===== src/common/adcseq_pkg.sv =====
package adcseq_pkg;

  // ----------------------------------------------------------------
  // Clock and timing
  // ----------------------------------------------------------------
  localparam int CLK_NS      = 20;
  localparam int INSTR_NS    = 80;
  localparam int INSTR_CYC   = (INSTR_NS + CLK_NS - 1) / CLK_NS;
  localparam int RC_TAD_NS   = 4000;
  localparam int RC_TAD_CYC  = (RC_TAD_NS + CLK_NS - 1) / CLK_NS;
  localparam int CONV_TADS   = 11;
  localparam int ABORT_TADS  = 2;
  localparam int RES_BITS    = 10;
  localparam int DIV_MIN     = 2;

  // ----------------------------------------------------------------
  // Register bus
  // ----------------------------------------------------------------
  localparam int AW = 8;
  localparam int DW = 32;

  // Register indices; byte address is four times the index
  localparam logic [AW-1:0] IDX_RES_HI = 8'h1E;
  localparam logic [AW-1:0] IDX_CTRL   = 8'h1F;
  localparam logic [AW-1:0] IDX_ANALOG_PIN_SELECT  = 8'h91;
  localparam logic [AW-1:0] IDX_RES_LO = 8'h9E;
  localparam logic [AW-1:0] IDX_CLKCFG = 8'h9F;

  // ----------------------------------------------------------------
  // Field positions and reset values
  // ----------------------------------------------------------------
  localparam int CTRL_JUSTIFY = 7;
  localparam int CTRL_REF     = 6;
  localparam int CTRL_UNUSED  = 5;
  localparam int CTRL_CHS_LSB = 2;
  localparam int CTRL_GO      = 1;
  localparam int CTRL_EN      = 0;
  localparam int CLK_SEL_LSB  = 4;

  localparam logic [7:0] CTRL_RST   = 8'h00;
  localparam logic [2:0] CLKSEL_RST = 3'h0;
  localparam logic [7:0] ANALOG_PIN_SELECT_RST  = 8'hFF;
  localparam logic [1:0] RC_CODE    = 2'h3;

  // ----------------------------------------------------------------
  // Types
  // ----------------------------------------------------------------
  typedef enum logic [3:0] {
    ST_IDLE   = 4'h1,
    ST_RCWAIT = 4'h2,
    ST_CONV   = 4'h4,
    ST_ABORT  = 4'h8
  } adcseq_state_t;

  typedef struct packed {
    logic          read;
    logic          write;
    logic [AW-1:0] address;
    logic [DW-1:0] writedata;
    logic [3:0]    byteenable;
  } adcseq_avs_req_t;

  typedef struct packed {
    logic [DW-1:0] readdata;
    logic          waitrequest;
  } adcseq_avs_rsp_t;

  typedef struct packed {
    adcseq_state_t state;
    logic          justify;
    logic          ref_ext;
    logic [2:0]    channel_sel;
    logic          go;
    logic          enable;
    logic          powered;
    logic [2:0]    clk_sel;
    logic [7:0]    analog_pin_select;
    logic [7:0]    res_hi;
    logic [7:0]    res_lo;
    logic [9:0]    trial;
    logic [3:0]    tad_cnt;
    logic [3:0]    delay_cnt;
    logic          restart;
    logic          sleep_off;
    logic          done;
    logic          wake;
    logic          sample_hold;
    logic          cmp_meta;
    logic          cmp_sync;
    logic          bus_wait;
    logic [DW-1:0] rdata;
  } adcseq_regs_t;

  typedef struct packed {
    logic [15:0] cnt;
    logic        tick;
  } adcseq_tick_regs_t;

endpackage


===== src/design/adcseq_tad_gen.sv =====
`timescale 1ns/1ps
`default_nettype none

module adcseq_tad_gen #(
  parameter int RC_CYC = adcseq_pkg::RC_TAD_CYC
) (
  input  wire logic       mclk,
  input  wire logic       rst_n,
  input  wire logic [2:0] clk_sel,
  input  wire logic       restart,
  output logic            tick
);

  adcseq_pkg::adcseq_tick_regs_t st;
  adcseq_pkg::adcseq_tick_regs_t next_st;
  logic [15:0]                   div;

  // ----------------------------------------------------------------
  // Divider: x11 picks the RC period, else 2, 8, 32 doubled by bit 2
  // ----------------------------------------------------------------
  always_comb begin
    if (clk_sel[1:0] == adcseq_pkg::RC_CODE) begin
      div = 16'(RC_CYC);
    end else begin
      div = 16'(adcseq_pkg::DIV_MIN) << (2 * clk_sel[1:0] + {1'b0, clk_sel[2]});
    end
  end

  always_comb begin
    next_st = st;
    next_st.tick = 1'b0;
    if (restart) begin
      next_st.cnt = 16'h0000;
    end else if (st.cnt >= div - 16'h0001) begin
      next_st.cnt  = 16'h0000;
      next_st.tick = 1'b1;
    end else begin
      next_st.cnt = st.cnt + 16'h0001;
    end
    if (!rst_n) begin
      next_st = '0;
    end
  end

  always_ff @(posedge mclk) begin
    st <= next_st;
  end

  assign tick = st.tick;

endmodule

`default_nettype wire


===== src/design/adcseq_top.sv =====
`timescale 1ns/1ps
`default_nettype none

// How it works
// - justify bit one right, zero left
// - reference bit set selects external reference pin
// - channel field routes input index to hold
// - go starts conversion, hardware clears when done
// - enable bit powers converter, clear shuts off
// - clock field picks divider or internal RC
// - analog pin bits, all reset to one
// - analog pin disables input, pull-up, change-interrupt
// - hold capacitor never discharged between conversions
// - sleep conversion only RC, one instruction delay
// - sleep completion wakes or powers module off
// - sleep with divider clock aborts, powers off
// - reset aborts, turns off, keeps results
// - reset clears control and clock select
// - unimplemented bits always read zero
// - completion clears go, sets done flag
// - conversion lasts eleven conversion clock periods
// - abort keeps result, two-period delay, reacquire
module adcseq_top #(
  parameter int RC_CYC = adcseq_pkg::RC_TAD_CYC
) (
  input  wire logic                        mclk,
  input  wire logic                        rst_n,
  input  wire adcseq_pkg::adcseq_avs_req_t avs_req,
  output adcseq_pkg::adcseq_avs_rsp_t      avs_rsp,
  input  wire logic                        sleep_mode,
  input  wire logic                        conv_int_en,
  input  wire logic                        cmp_in,
  output logic                             analog_on,
  output logic                             ref_ext,
  output logic [2:0]                       channel_route,
  output logic                             sample_hold,
  output logic [9:0]                       sar_trial,
  output logic [7:0]                       digin_off,
  output logic [7:0]                       pullup_off,
  output logic [7:0]                       ioc_off,
  output logic                             done_set,
  output logic                             wake_req
);

  adcseq_pkg::adcseq_regs_t st;
  adcseq_pkg::adcseq_regs_t next_st;
  logic                     tick;
  logic                     rc_sel;
  logic                     busy;
  logic                     wr_ack;
  logic                     ctrl_wr;
  logic [7:0]               wbyte;
  logic [3:0]               bit_pos;
  logic                     conv_tick;

  // ----------------------------------------------------------------
  // Conversion clock
  // ----------------------------------------------------------------
  adcseq_tad_gen #(
    .RC_CYC (RC_CYC)
  ) u_tad (
    .mclk    (mclk),
    .rst_n   (rst_n),
    .clk_sel (st.clk_sel),
    .restart (st.restart),
    .tick    (tick)
  );

  // ----------------------------------------------------------------
  // Register read view
  // ----------------------------------------------------------------
  function automatic logic [7:0] reg_view(input adcseq_pkg::adcseq_regs_t s,
                                          input logic [adcseq_pkg::AW-1:0] idx);
    logic [7:0] v;
    v = 8'h00;
    case (idx)
      adcseq_pkg::IDX_CTRL: begin
        v = {s.justify, s.ref_ext, 1'b0, s.channel_sel, s.go, s.enable};
      end
      adcseq_pkg::IDX_CLKCFG: begin
        v = {1'b0, s.clk_sel, 4'h0};
      end
      adcseq_pkg::IDX_ANALOG_PIN_SELECT: begin
        v = s.analog_pin_select;
      end
      adcseq_pkg::IDX_RES_HI: begin
        v = s.res_hi;
      end
      adcseq_pkg::IDX_RES_LO: begin
        v = s.res_lo;
      end
      default: begin
        v = 8'h00;
      end
    endcase
    return v;
  endfunction

  assign rc_sel  = (st.clk_sel[1:0] == adcseq_pkg::RC_CODE);
  assign busy    = (st.state == adcseq_pkg::ST_RCWAIT) || (st.state == adcseq_pkg::ST_CONV);
  assign wr_ack  = avs_req.write && !st.bus_wait && avs_req.byteenable[0];
  assign ctrl_wr = wr_ack && (avs_req.address == adcseq_pkg::IDX_CTRL);
  assign wbyte   = avs_req.writedata[7:0];
  assign bit_pos = 4'(adcseq_pkg::RES_BITS) - st.tad_cnt;
  // A tick already launched when the divider restarts is stale: drop it
  assign conv_tick = tick && !st.restart;

  // ----------------------------------------------------------------
  // Next state
  // ----------------------------------------------------------------
  always_comb begin
    next_st         = st;
    next_st.restart = 1'b0;
    next_st.done    = 1'b0;
    next_st.wake    = 1'b0;
    next_st.cmp_meta = cmp_in;
    next_st.cmp_sync = st.cmp_meta;

    // Bus handshake: one wait cycle, then the answer for one cycle
    if ((avs_req.read || avs_req.write) && st.bus_wait) begin
      next_st.bus_wait = 1'b0;
      next_st.rdata    = '0;
      if (avs_req.read) begin
        next_st.rdata[7:0] = reg_view(st, avs_req.address);
      end
    end else begin
      next_st.bus_wait = 1'b1;
    end

    // Register writes other than the control register
    if (wr_ack && avs_req.address == adcseq_pkg::IDX_CLKCFG) begin
      next_st.clk_sel = wbyte[adcseq_pkg::CLK_SEL_LSB +: 3];
    end
    if (wr_ack && avs_req.address == adcseq_pkg::IDX_ANALOG_PIN_SELECT) begin
      next_st.analog_pin_select = wbyte;
    end

    if (ctrl_wr) begin
      next_st.justify     = wbyte[adcseq_pkg::CTRL_JUSTIFY];
      next_st.ref_ext     = wbyte[adcseq_pkg::CTRL_REF];
      next_st.channel_sel = wbyte[adcseq_pkg::CTRL_CHS_LSB +: 3];
      next_st.enable      = wbyte[adcseq_pkg::CTRL_EN];
    end

    // Sleep power-off lasts until sleep ends
    if (!sleep_mode) begin
      next_st.sleep_off = 1'b0;
    end

    case (st.state)
      adcseq_pkg::ST_IDLE: begin
        if (ctrl_wr && wbyte[adcseq_pkg::CTRL_GO] && st.enable &&
            wbyte[adcseq_pkg::CTRL_EN] && !(sleep_mode && !rc_sel)) begin
          next_st.go = 1'b1;
          if (rc_sel) begin
            next_st.state     = adcseq_pkg::ST_RCWAIT;
            next_st.delay_cnt = 4'h0;
          end else begin
            next_st.state   = adcseq_pkg::ST_CONV;
            next_st.tad_cnt = 4'h0;
            next_st.restart = 1'b1;
          end
        end
      end
      adcseq_pkg::ST_RCWAIT: begin
        if (st.delay_cnt == 4'(adcseq_pkg::INSTR_CYC - 1)) begin
          next_st.state   = adcseq_pkg::ST_CONV;
          next_st.tad_cnt = 4'h0;
          next_st.restart = 1'b1;
        end else begin
          next_st.delay_cnt = st.delay_cnt + 4'h1;
        end
      end
      adcseq_pkg::ST_CONV: begin
        if (conv_tick) begin
          next_st.tad_cnt = st.tad_cnt + 4'h1;
          if (st.tad_cnt == 4'h0) begin
            next_st.trial = 10'h200;
          end else begin
            next_st.trial[bit_pos] = st.cmp_sync;
            if (bit_pos != 4'h0) begin
              next_st.trial[bit_pos - 4'h1] = 1'b1;
            end
          end
          if (st.tad_cnt == 4'(adcseq_pkg::CONV_TADS - 1)) begin
            next_st.state = adcseq_pkg::ST_IDLE;
            next_st.go    = 1'b0;
            next_st.done  = 1'b1;
            // Both result bytes load at the same edge
            if (st.justify) begin
              next_st.res_hi = {6'h00, next_st.trial[9:8]};
              next_st.res_lo = next_st.trial[7:0];
            end else begin
              next_st.res_hi = next_st.trial[9:2];
              next_st.res_lo = {next_st.trial[1:0], 6'h00};
            end
            if (sleep_mode) begin
              if (conv_int_en) begin
                next_st.wake = 1'b1;
              end else begin
                next_st.sleep_off = 1'b1;
              end
            end
          end
        end
      end
      adcseq_pkg::ST_ABORT: begin
        if (conv_tick) begin
          next_st.tad_cnt = st.tad_cnt + 4'h1;
          if (st.tad_cnt == 4'(adcseq_pkg::ABORT_TADS - 1)) begin
            next_st.state = adcseq_pkg::ST_IDLE;
          end
        end
      end
      default: begin
        next_st.state = adcseq_pkg::ST_IDLE;
      end
    endcase

    // Software abort: results untouched, settle before reacquiring
    if (busy && ctrl_wr && !wbyte[adcseq_pkg::CTRL_GO]) begin
      next_st.go      = 1'b0;
      next_st.state   = adcseq_pkg::ST_ABORT;
      next_st.tad_cnt = 4'h0;
      next_st.restart = 1'b1;
    end

    // Divider clock stops in sleep: abort and power off, enable kept
    if (sleep_mode && !rc_sel) begin
      next_st.sleep_off = 1'b1;
      if (st.state != adcseq_pkg::ST_IDLE) begin
        next_st.go    = 1'b0;
        next_st.state = adcseq_pkg::ST_IDLE;
      end
    end

    // Clearing the enable drops any conversion in flight
    if (!next_st.enable) begin
      next_st.go    = 1'b0;
      next_st.state = adcseq_pkg::ST_IDLE;
    end

    next_st.powered     = next_st.enable && !next_st.sleep_off;
    // Hold switch only opens; the capacitor keeps its charge
    next_st.sample_hold = next_st.powered &&
                          (next_st.state == adcseq_pkg::ST_IDLE ||
                           next_st.state == adcseq_pkg::ST_RCWAIT);

    // Reset: control back to defaults, results kept
    if (!rst_n) begin
      next_st             = '0;
      next_st.state       = adcseq_pkg::ST_IDLE;
      next_st.justify     = adcseq_pkg::CTRL_RST[adcseq_pkg::CTRL_JUSTIFY];
      next_st.ref_ext     = adcseq_pkg::CTRL_RST[adcseq_pkg::CTRL_REF];
      next_st.channel_sel = adcseq_pkg::CTRL_RST[adcseq_pkg::CTRL_CHS_LSB +: 3];
      next_st.go          = adcseq_pkg::CTRL_RST[adcseq_pkg::CTRL_GO];
      next_st.enable      = adcseq_pkg::CTRL_RST[adcseq_pkg::CTRL_EN];
      next_st.clk_sel     = adcseq_pkg::CLKSEL_RST;
      next_st.analog_pin_select       = adcseq_pkg::ANALOG_PIN_SELECT_RST;
      next_st.bus_wait    = 1'b1;
      next_st.res_hi      = st.res_hi;
      next_st.res_lo      = st.res_lo;
    end
  end

  always_ff @(posedge mclk) begin
    st <= next_st;
  end

  // ----------------------------------------------------------------
  // Outputs
  // ----------------------------------------------------------------
  assign avs_rsp.readdata    = st.rdata;
  assign avs_rsp.waitrequest = st.bus_wait;
  assign analog_on           = st.powered;
  assign ref_ext             = st.ref_ext;
  assign channel_route       = st.channel_sel;
  assign sample_hold         = st.sample_hold;
  assign sar_trial           = st.trial;
  assign digin_off           = st.analog_pin_select;
  assign pullup_off          = st.analog_pin_select;
  assign ioc_off             = st.analog_pin_select;
  assign done_set            = st.done;
  assign wake_req            = st.wake;

  // ----------------------------------------------------------------
  // Checks
  // ----------------------------------------------------------------
  logic [3:0] chk_conv_ticks;
  logic [3:0] chk_abort_ticks;

  always_ff @(posedge mclk) begin
    if (st.state != adcseq_pkg::ST_CONV) begin
      chk_conv_ticks <= 4'h0;
    end else if (conv_tick) begin
      chk_conv_ticks <= chk_conv_ticks + 4'h1;
    end
    if (st.state != adcseq_pkg::ST_ABORT) begin
      chk_abort_ticks <= 4'h0;
    end else if (conv_tick) begin
      chk_abort_ticks <= chk_abort_ticks + 4'h1;
    end
  end

  a_done_clears_go: assert property (
    @(posedge mclk) disable iff (!rst_n) st.done |-> (!st.go && $past(st.go)))
    else $error("done flag raised without go falling");

  a_conv_length: assert property (
    @(posedge mclk) disable iff (!rst_n) st.done |-> (chk_conv_ticks == 4'hB))
    else $error("conversion did not last eleven clock periods");

  a_abort_delay: assert property (
    @(posedge mclk) disable iff (!rst_n)
    ($past(st.state) == adcseq_pkg::ST_ABORT && st.state == adcseq_pkg::ST_IDLE &&
     st.enable && !st.sleep_off) |-> (chk_abort_ticks == 4'h2))
    else $error("abort delay not two clock periods");

  a_abort_keeps: assert property (
    @(posedge mclk) disable iff (!rst_n)
    (st.state == adcseq_pkg::ST_ABORT) |=> ($stable(st.res_hi) && $stable(st.res_lo)))
    else $error("result changed during abort");

  a_reset_ctrl: assert property (
    @(posedge mclk) !rst_n |=> (!st.go && !st.enable && !st.justify &&
                                st.clk_sel == 3'h0 && st.analog_pin_select == 8'hFF))
    else $error("control registers not at reset values");

  a_reset_result: assert property (
    @(posedge mclk) !rst_n |=> ($stable(st.res_hi) && $stable(st.res_lo) && !analog_on))
    else $error("reset disturbed result or left converter on");

  a_justify_right: assert property (
    @(posedge mclk) disable iff (!rst_n)
    (st.done && st.justify) |-> (st.res_hi[7:2] == 6'h00))
    else $error("right justified result has high bits set");

  a_justify_left: assert property (
    @(posedge mclk) disable iff (!rst_n)
    (st.done && !st.justify) |-> (st.res_lo[5:0] == 6'h00))
    else $error("left justified result has low bits set");

  a_rc_delay: assert property (
    @(posedge mclk) disable iff (!rst_n)
    $rose(st.state == adcseq_pkg::ST_RCWAIT) |-> ##4 (st.state != adcseq_pkg::ST_RCWAIT))
    else $error("internal RC start delay overran");

  a_sleep_abort: assert property (
    @(posedge mclk) disable iff (!rst_n)
    (sleep_mode && !rc_sel && st.state == adcseq_pkg::ST_CONV && rst_n) |=>
    (st.state == adcseq_pkg::ST_IDLE && !st.go && !analog_on))
    else $error("sleep did not abort divider clocked conversion");

  a_go_enabled: assert property (
    @(posedge mclk) disable iff (!rst_n) st.go |-> st.enable)
    else $error("conversion running with converter disabled");

  a_upper_zero: assert property (
    @(posedge mclk) disable iff (!rst_n) (st.rdata[31:8] == 24'h000000))
    else $error("read data above the low byte not zero");

endmodule

`default_nettype wire


===== config.mk =====
export PLATFORM = sky130hd
export DESIGN_NAME = adcseq_top
export DESIGN_NICKNAME = d
export VERILOG_FILES = /design/src/common/adcseq_pkg.sv /design/src/design/adcseq_tad_gen.sv /design/src/design/adcseq_top.sv
export SDC_FILE = /design/constraint.sdc
export NUM_CORES = 1
export LEC_CHECK = 0
export ABC_AREA = 0
export BUFFER_PORTS_ARGS = -buffer_cell sky130_fd_sc_hd__buf_4
export CORE_MARGIN = 2
export CORE_UTILIZATION = 40
export DETAILED_ROUTE_END_ITERATION = 8
export SLEW_MARGIN = 20
export SYNTH_ARGS = -nofsm -noshare
export SYNTH_HDL_FRONTEND = slang
export SYNTH_SLANG_ARGS = --single-unit

===== constraint.sdc =====
create_clock -name mclk -period 2.7 [get_ports mclk]
set_input_delay 0.27 -clock mclk [delete_from_list [all_inputs] [get_ports mclk]]
set_output_delay 0.27 -clock mclk [all_outputs]
set_load 0.005 [all_outputs]

==> impl_metrics.csv <==
group,metric,value,unit
logic_synthesis,synthFlopType,"dfxtp_1",
cts,h-tree-depth,3,
logic_synthesis,ys_warn_count,0,
drt,drtPass1Iterations,5,
cts,postCtsHoldBufs,0,
cts,clock_latency,0.35,ns
finish,seq_area,1962,sq um
logic_synthesis,syn_area,5550,sq um
die,ioPinCount,126,
timing,hold_viol_final,0,
die,dieArea,14830,sq um
timing,max_slew_margin,52.00,%
logic_synthesis,synth-compound-area-share,17.00,%
timing,tns,0,ns
worst_setup_path,slowest_stage,"dfxtp_1",
drt,drc,0,
logic_synthesis,synth_xor_area_share,3.314,%
finish,layout-drive-gt1-share,20.29,%
pwr,p_leak,2.353,nW
timing,setup_viol,0,
timing,rsz0062_at_grt,"no",
cts,root_buffer,"clkbuf_16",
pwr,total_power,2.722,mW
global_route,gr-usage-all-layers,19.44,%
pwr,ir_worst_vdd,0.2424,mV
die,core,13720,sq um
finish,antenna_cells,0,
drt,routed_via_density,5.465,
cts,path_clk_slew,0.07,ns
cts,clkSinkCount,90,
logic_synthesis,synth_seq_cells,90,
die,start_util,40.46,%
finish,syn2layout_area_growth,14.00,%
cts,tritoncts.num_buffers,9,
timing,slew_viol_final,0,
finish,layout_commonest_cell,"buf_4",
finish,final_cell_mix,"buf_4, dfxtp_1, nand2_1",
cts,clockBufferDepth,2,
global_route,antenna_found_initial,0,
logic_synthesis,synth-seq-area-share,35.35,%
worst_setup_path,cp_data_arrival_time,2.72,ns
place,gp_routability_congestion,0.8934,
timing,layout_min_cycle_time,2.472,ns
finish,multi_input_comb_area,3010,sq um
worst_setup_path,crit_path_max_fanout,16,
drt,num_vias,4809,
hold_path,hp-class,"input pin to flop",
timing,fin_crit_sh,91.57,%
worst_setup_path,cp.required,2.95,ns
logic_synthesis,synth_top_family_by_area,"simple AND/OR/NAND/NOR gates",
global_route,grt_max_degree,27,
drt,wl_per_cell,16.14,um
finish,num-fill-cells,1348,
worst_setup_path,crit_chain,"inv_1, nand2_1, ha_1, nand2_1, ha_1, a211oi_2, nand4b_1, a21oi_1, a21oi_1, buf_4, nor3_1",
drt,drtAntennaViolNets,0,
timing,finClkSkew,0.01265,ns
die,rows,43,
outcome,status,"complete, no violations",
logic_synthesis,synthMuxAreaShare,4.847,%
worst_setup_path,startpoint_type,"flop",
cts,tritoncts,"done",
global_route,grt_pass1_wl,22.94,mm
logic_synthesis,synth_cells,653,
global_route,grt_pass1_vias,4554,
worst_setup_path,path_class,"flop to flop",
place,hpwl,10.89,mm
finish,layout.nets,766,
logic_synthesis,synth_edf_count,16,
worst_setup_path,critPathCaptureType,"flop",
logic_synthesis,syn_area_per_cell,8.500,sq um
pwr,power.density,430.2,nW/um^2
die,die_x,121.8,um
logic_synthesis,synthSimpleGateAreaFrac,22.32,%
logic_synthesis,async_reset_ff_share,0,%
flow_run,max_cap_viol_count,0,
worst_setup_path,cp_slowest_stage_delay,0.41,ns
timing,worstMarginPinSlew,0.7200,ns
die,die_h,121.8,um
drt,drt-initial-drc-count,520,
place,portBuffers,74,
logic_synthesis,synth_cell_types,70,
logic_synthesis,yosys.area_share.adder,4.509,%
global_route,grt_overflow_total,0,
drt,wl,14.21,mm
timing,fmax,404.5,MHz
==> final cells by class <==
cell class	instances	area share [%]
multi-input combinational	474	47.58
clock inverter	7	0.8108
tap	180	3.559
inverter	16	0.9492
sequential	90	31.01
clock buffer	9	3.559
timing repair buffer	104	12.54
==> critical path, delay by kind of cell (launching register included) <==
kind,cells,cell delay (ns)
fa+ha+maj,2,0.59
buf+inv,2,0.30
flops,1,0.41
compound gates,3,0.54
simple gates,4,0.52
==> state kept, by name (all words and copies together) (netlist names), 3 cells and up <==
name           flops
sar_trial         10
u_tad.st          16
avs_rsp            9
channel_route      3
digin_off          8
st                38
==> cell usage after synthesis (5+ instances only) <==
master	count	area, sq um
a211oi_1	11	82.58
a21oi_1	34	170.2
a222oi_1	5	50.05
a22oi_1	5	37.54
a31oi_1	10	62.56
and2_1	13	81.33
and3_1	10	62.56
buf_4	70	525.5
clkbuf_1	24	90.09
dfxtp_1	74	1481
edfxtp_1	16	480.5
ha_1	20	250.2
inv_1	15	56.30
mux2_2	7	78.83
mux2i_1	19	190.2
nand2_1	68	255.2
nand2b_1	10	62.56
nand3_1	27	135.1
nand4_1	5	31.28
nor2_1	35	131.4
nor2b_1	8	50.05
nor3_1	27	135.1
nor3b_1	5	37.54
o211ai_1	5	37.54
o21a_1	5	37.54
o21ai_0	32	160.2
xnor2_1	12	105.1
xor2_1	9	78.83
==> through the flow <==
step	setup slack (ns)	cells	util (%)	area [sq um]	hold slack, ns
floorplan	0.01433	677	-	5655	0.3973
global placement	0.2986	864	44.01	6038	0.4221
detailed placement	0.2029	864	44.01	6038	0.4355
CTS	0.1681	880	46.03	6315	0.1303
global route	0.04096	880	46.12	6327	0.1298
finish	0.2276	880	46.12	6327	0.1311
==> what timing repair did <==
item,in CTS,in global routing
buffers inserted,0,0
endpoints found under the setup margin,0,17
resized for setup,0,4
==> where the power goes <==
group	switching [mW]	internal (mW)	leakage, nW
clock	0.562	0.629	0.132
combinational	0.0902	0.0600	1.48
sequential	0.0114	1.37	0.745
==> cells by family (layout without fill, tap and decap cells) <==
kind of cell / Yosys count / after routing
fa+ha+maj: 20 / 20
flops: 90 / 90
mux: 26 / 26
other cells: 2 / 26
simple gates: 239 / 239
buf+inv: 113 / 136
xor+xnor: 21 / 21
compound gates: 142 / 142
==> worst paths after layout <==
path	slack, ns	startpoint	to	depth (start not counted)
max	0.23	st[84]	u_tad.st[12]	11
min	0.13	cmp_in	st[34]	2
max reg2reg	0.23	st[84]	u_tad.st[12]	11
min reg2reg	0.44	st[34]	st[33]	1
==> routing by layer <==
| metal | routed length [um] | up-vias | track usage [%] |
|---|---|---|---|
| met5 | 0 | - | 0 |
| met4 | 235 | 0 | 5.963 |
| met3 | 832 | 20 | 3.933 |
| met2 | 6549 | 139 | 31.01 |
| met1 | 6588 | 2300 | 26.53 |
| li1 | - | 2350 | - |
No activity file was read; power rests on OpenSTA's default activity.
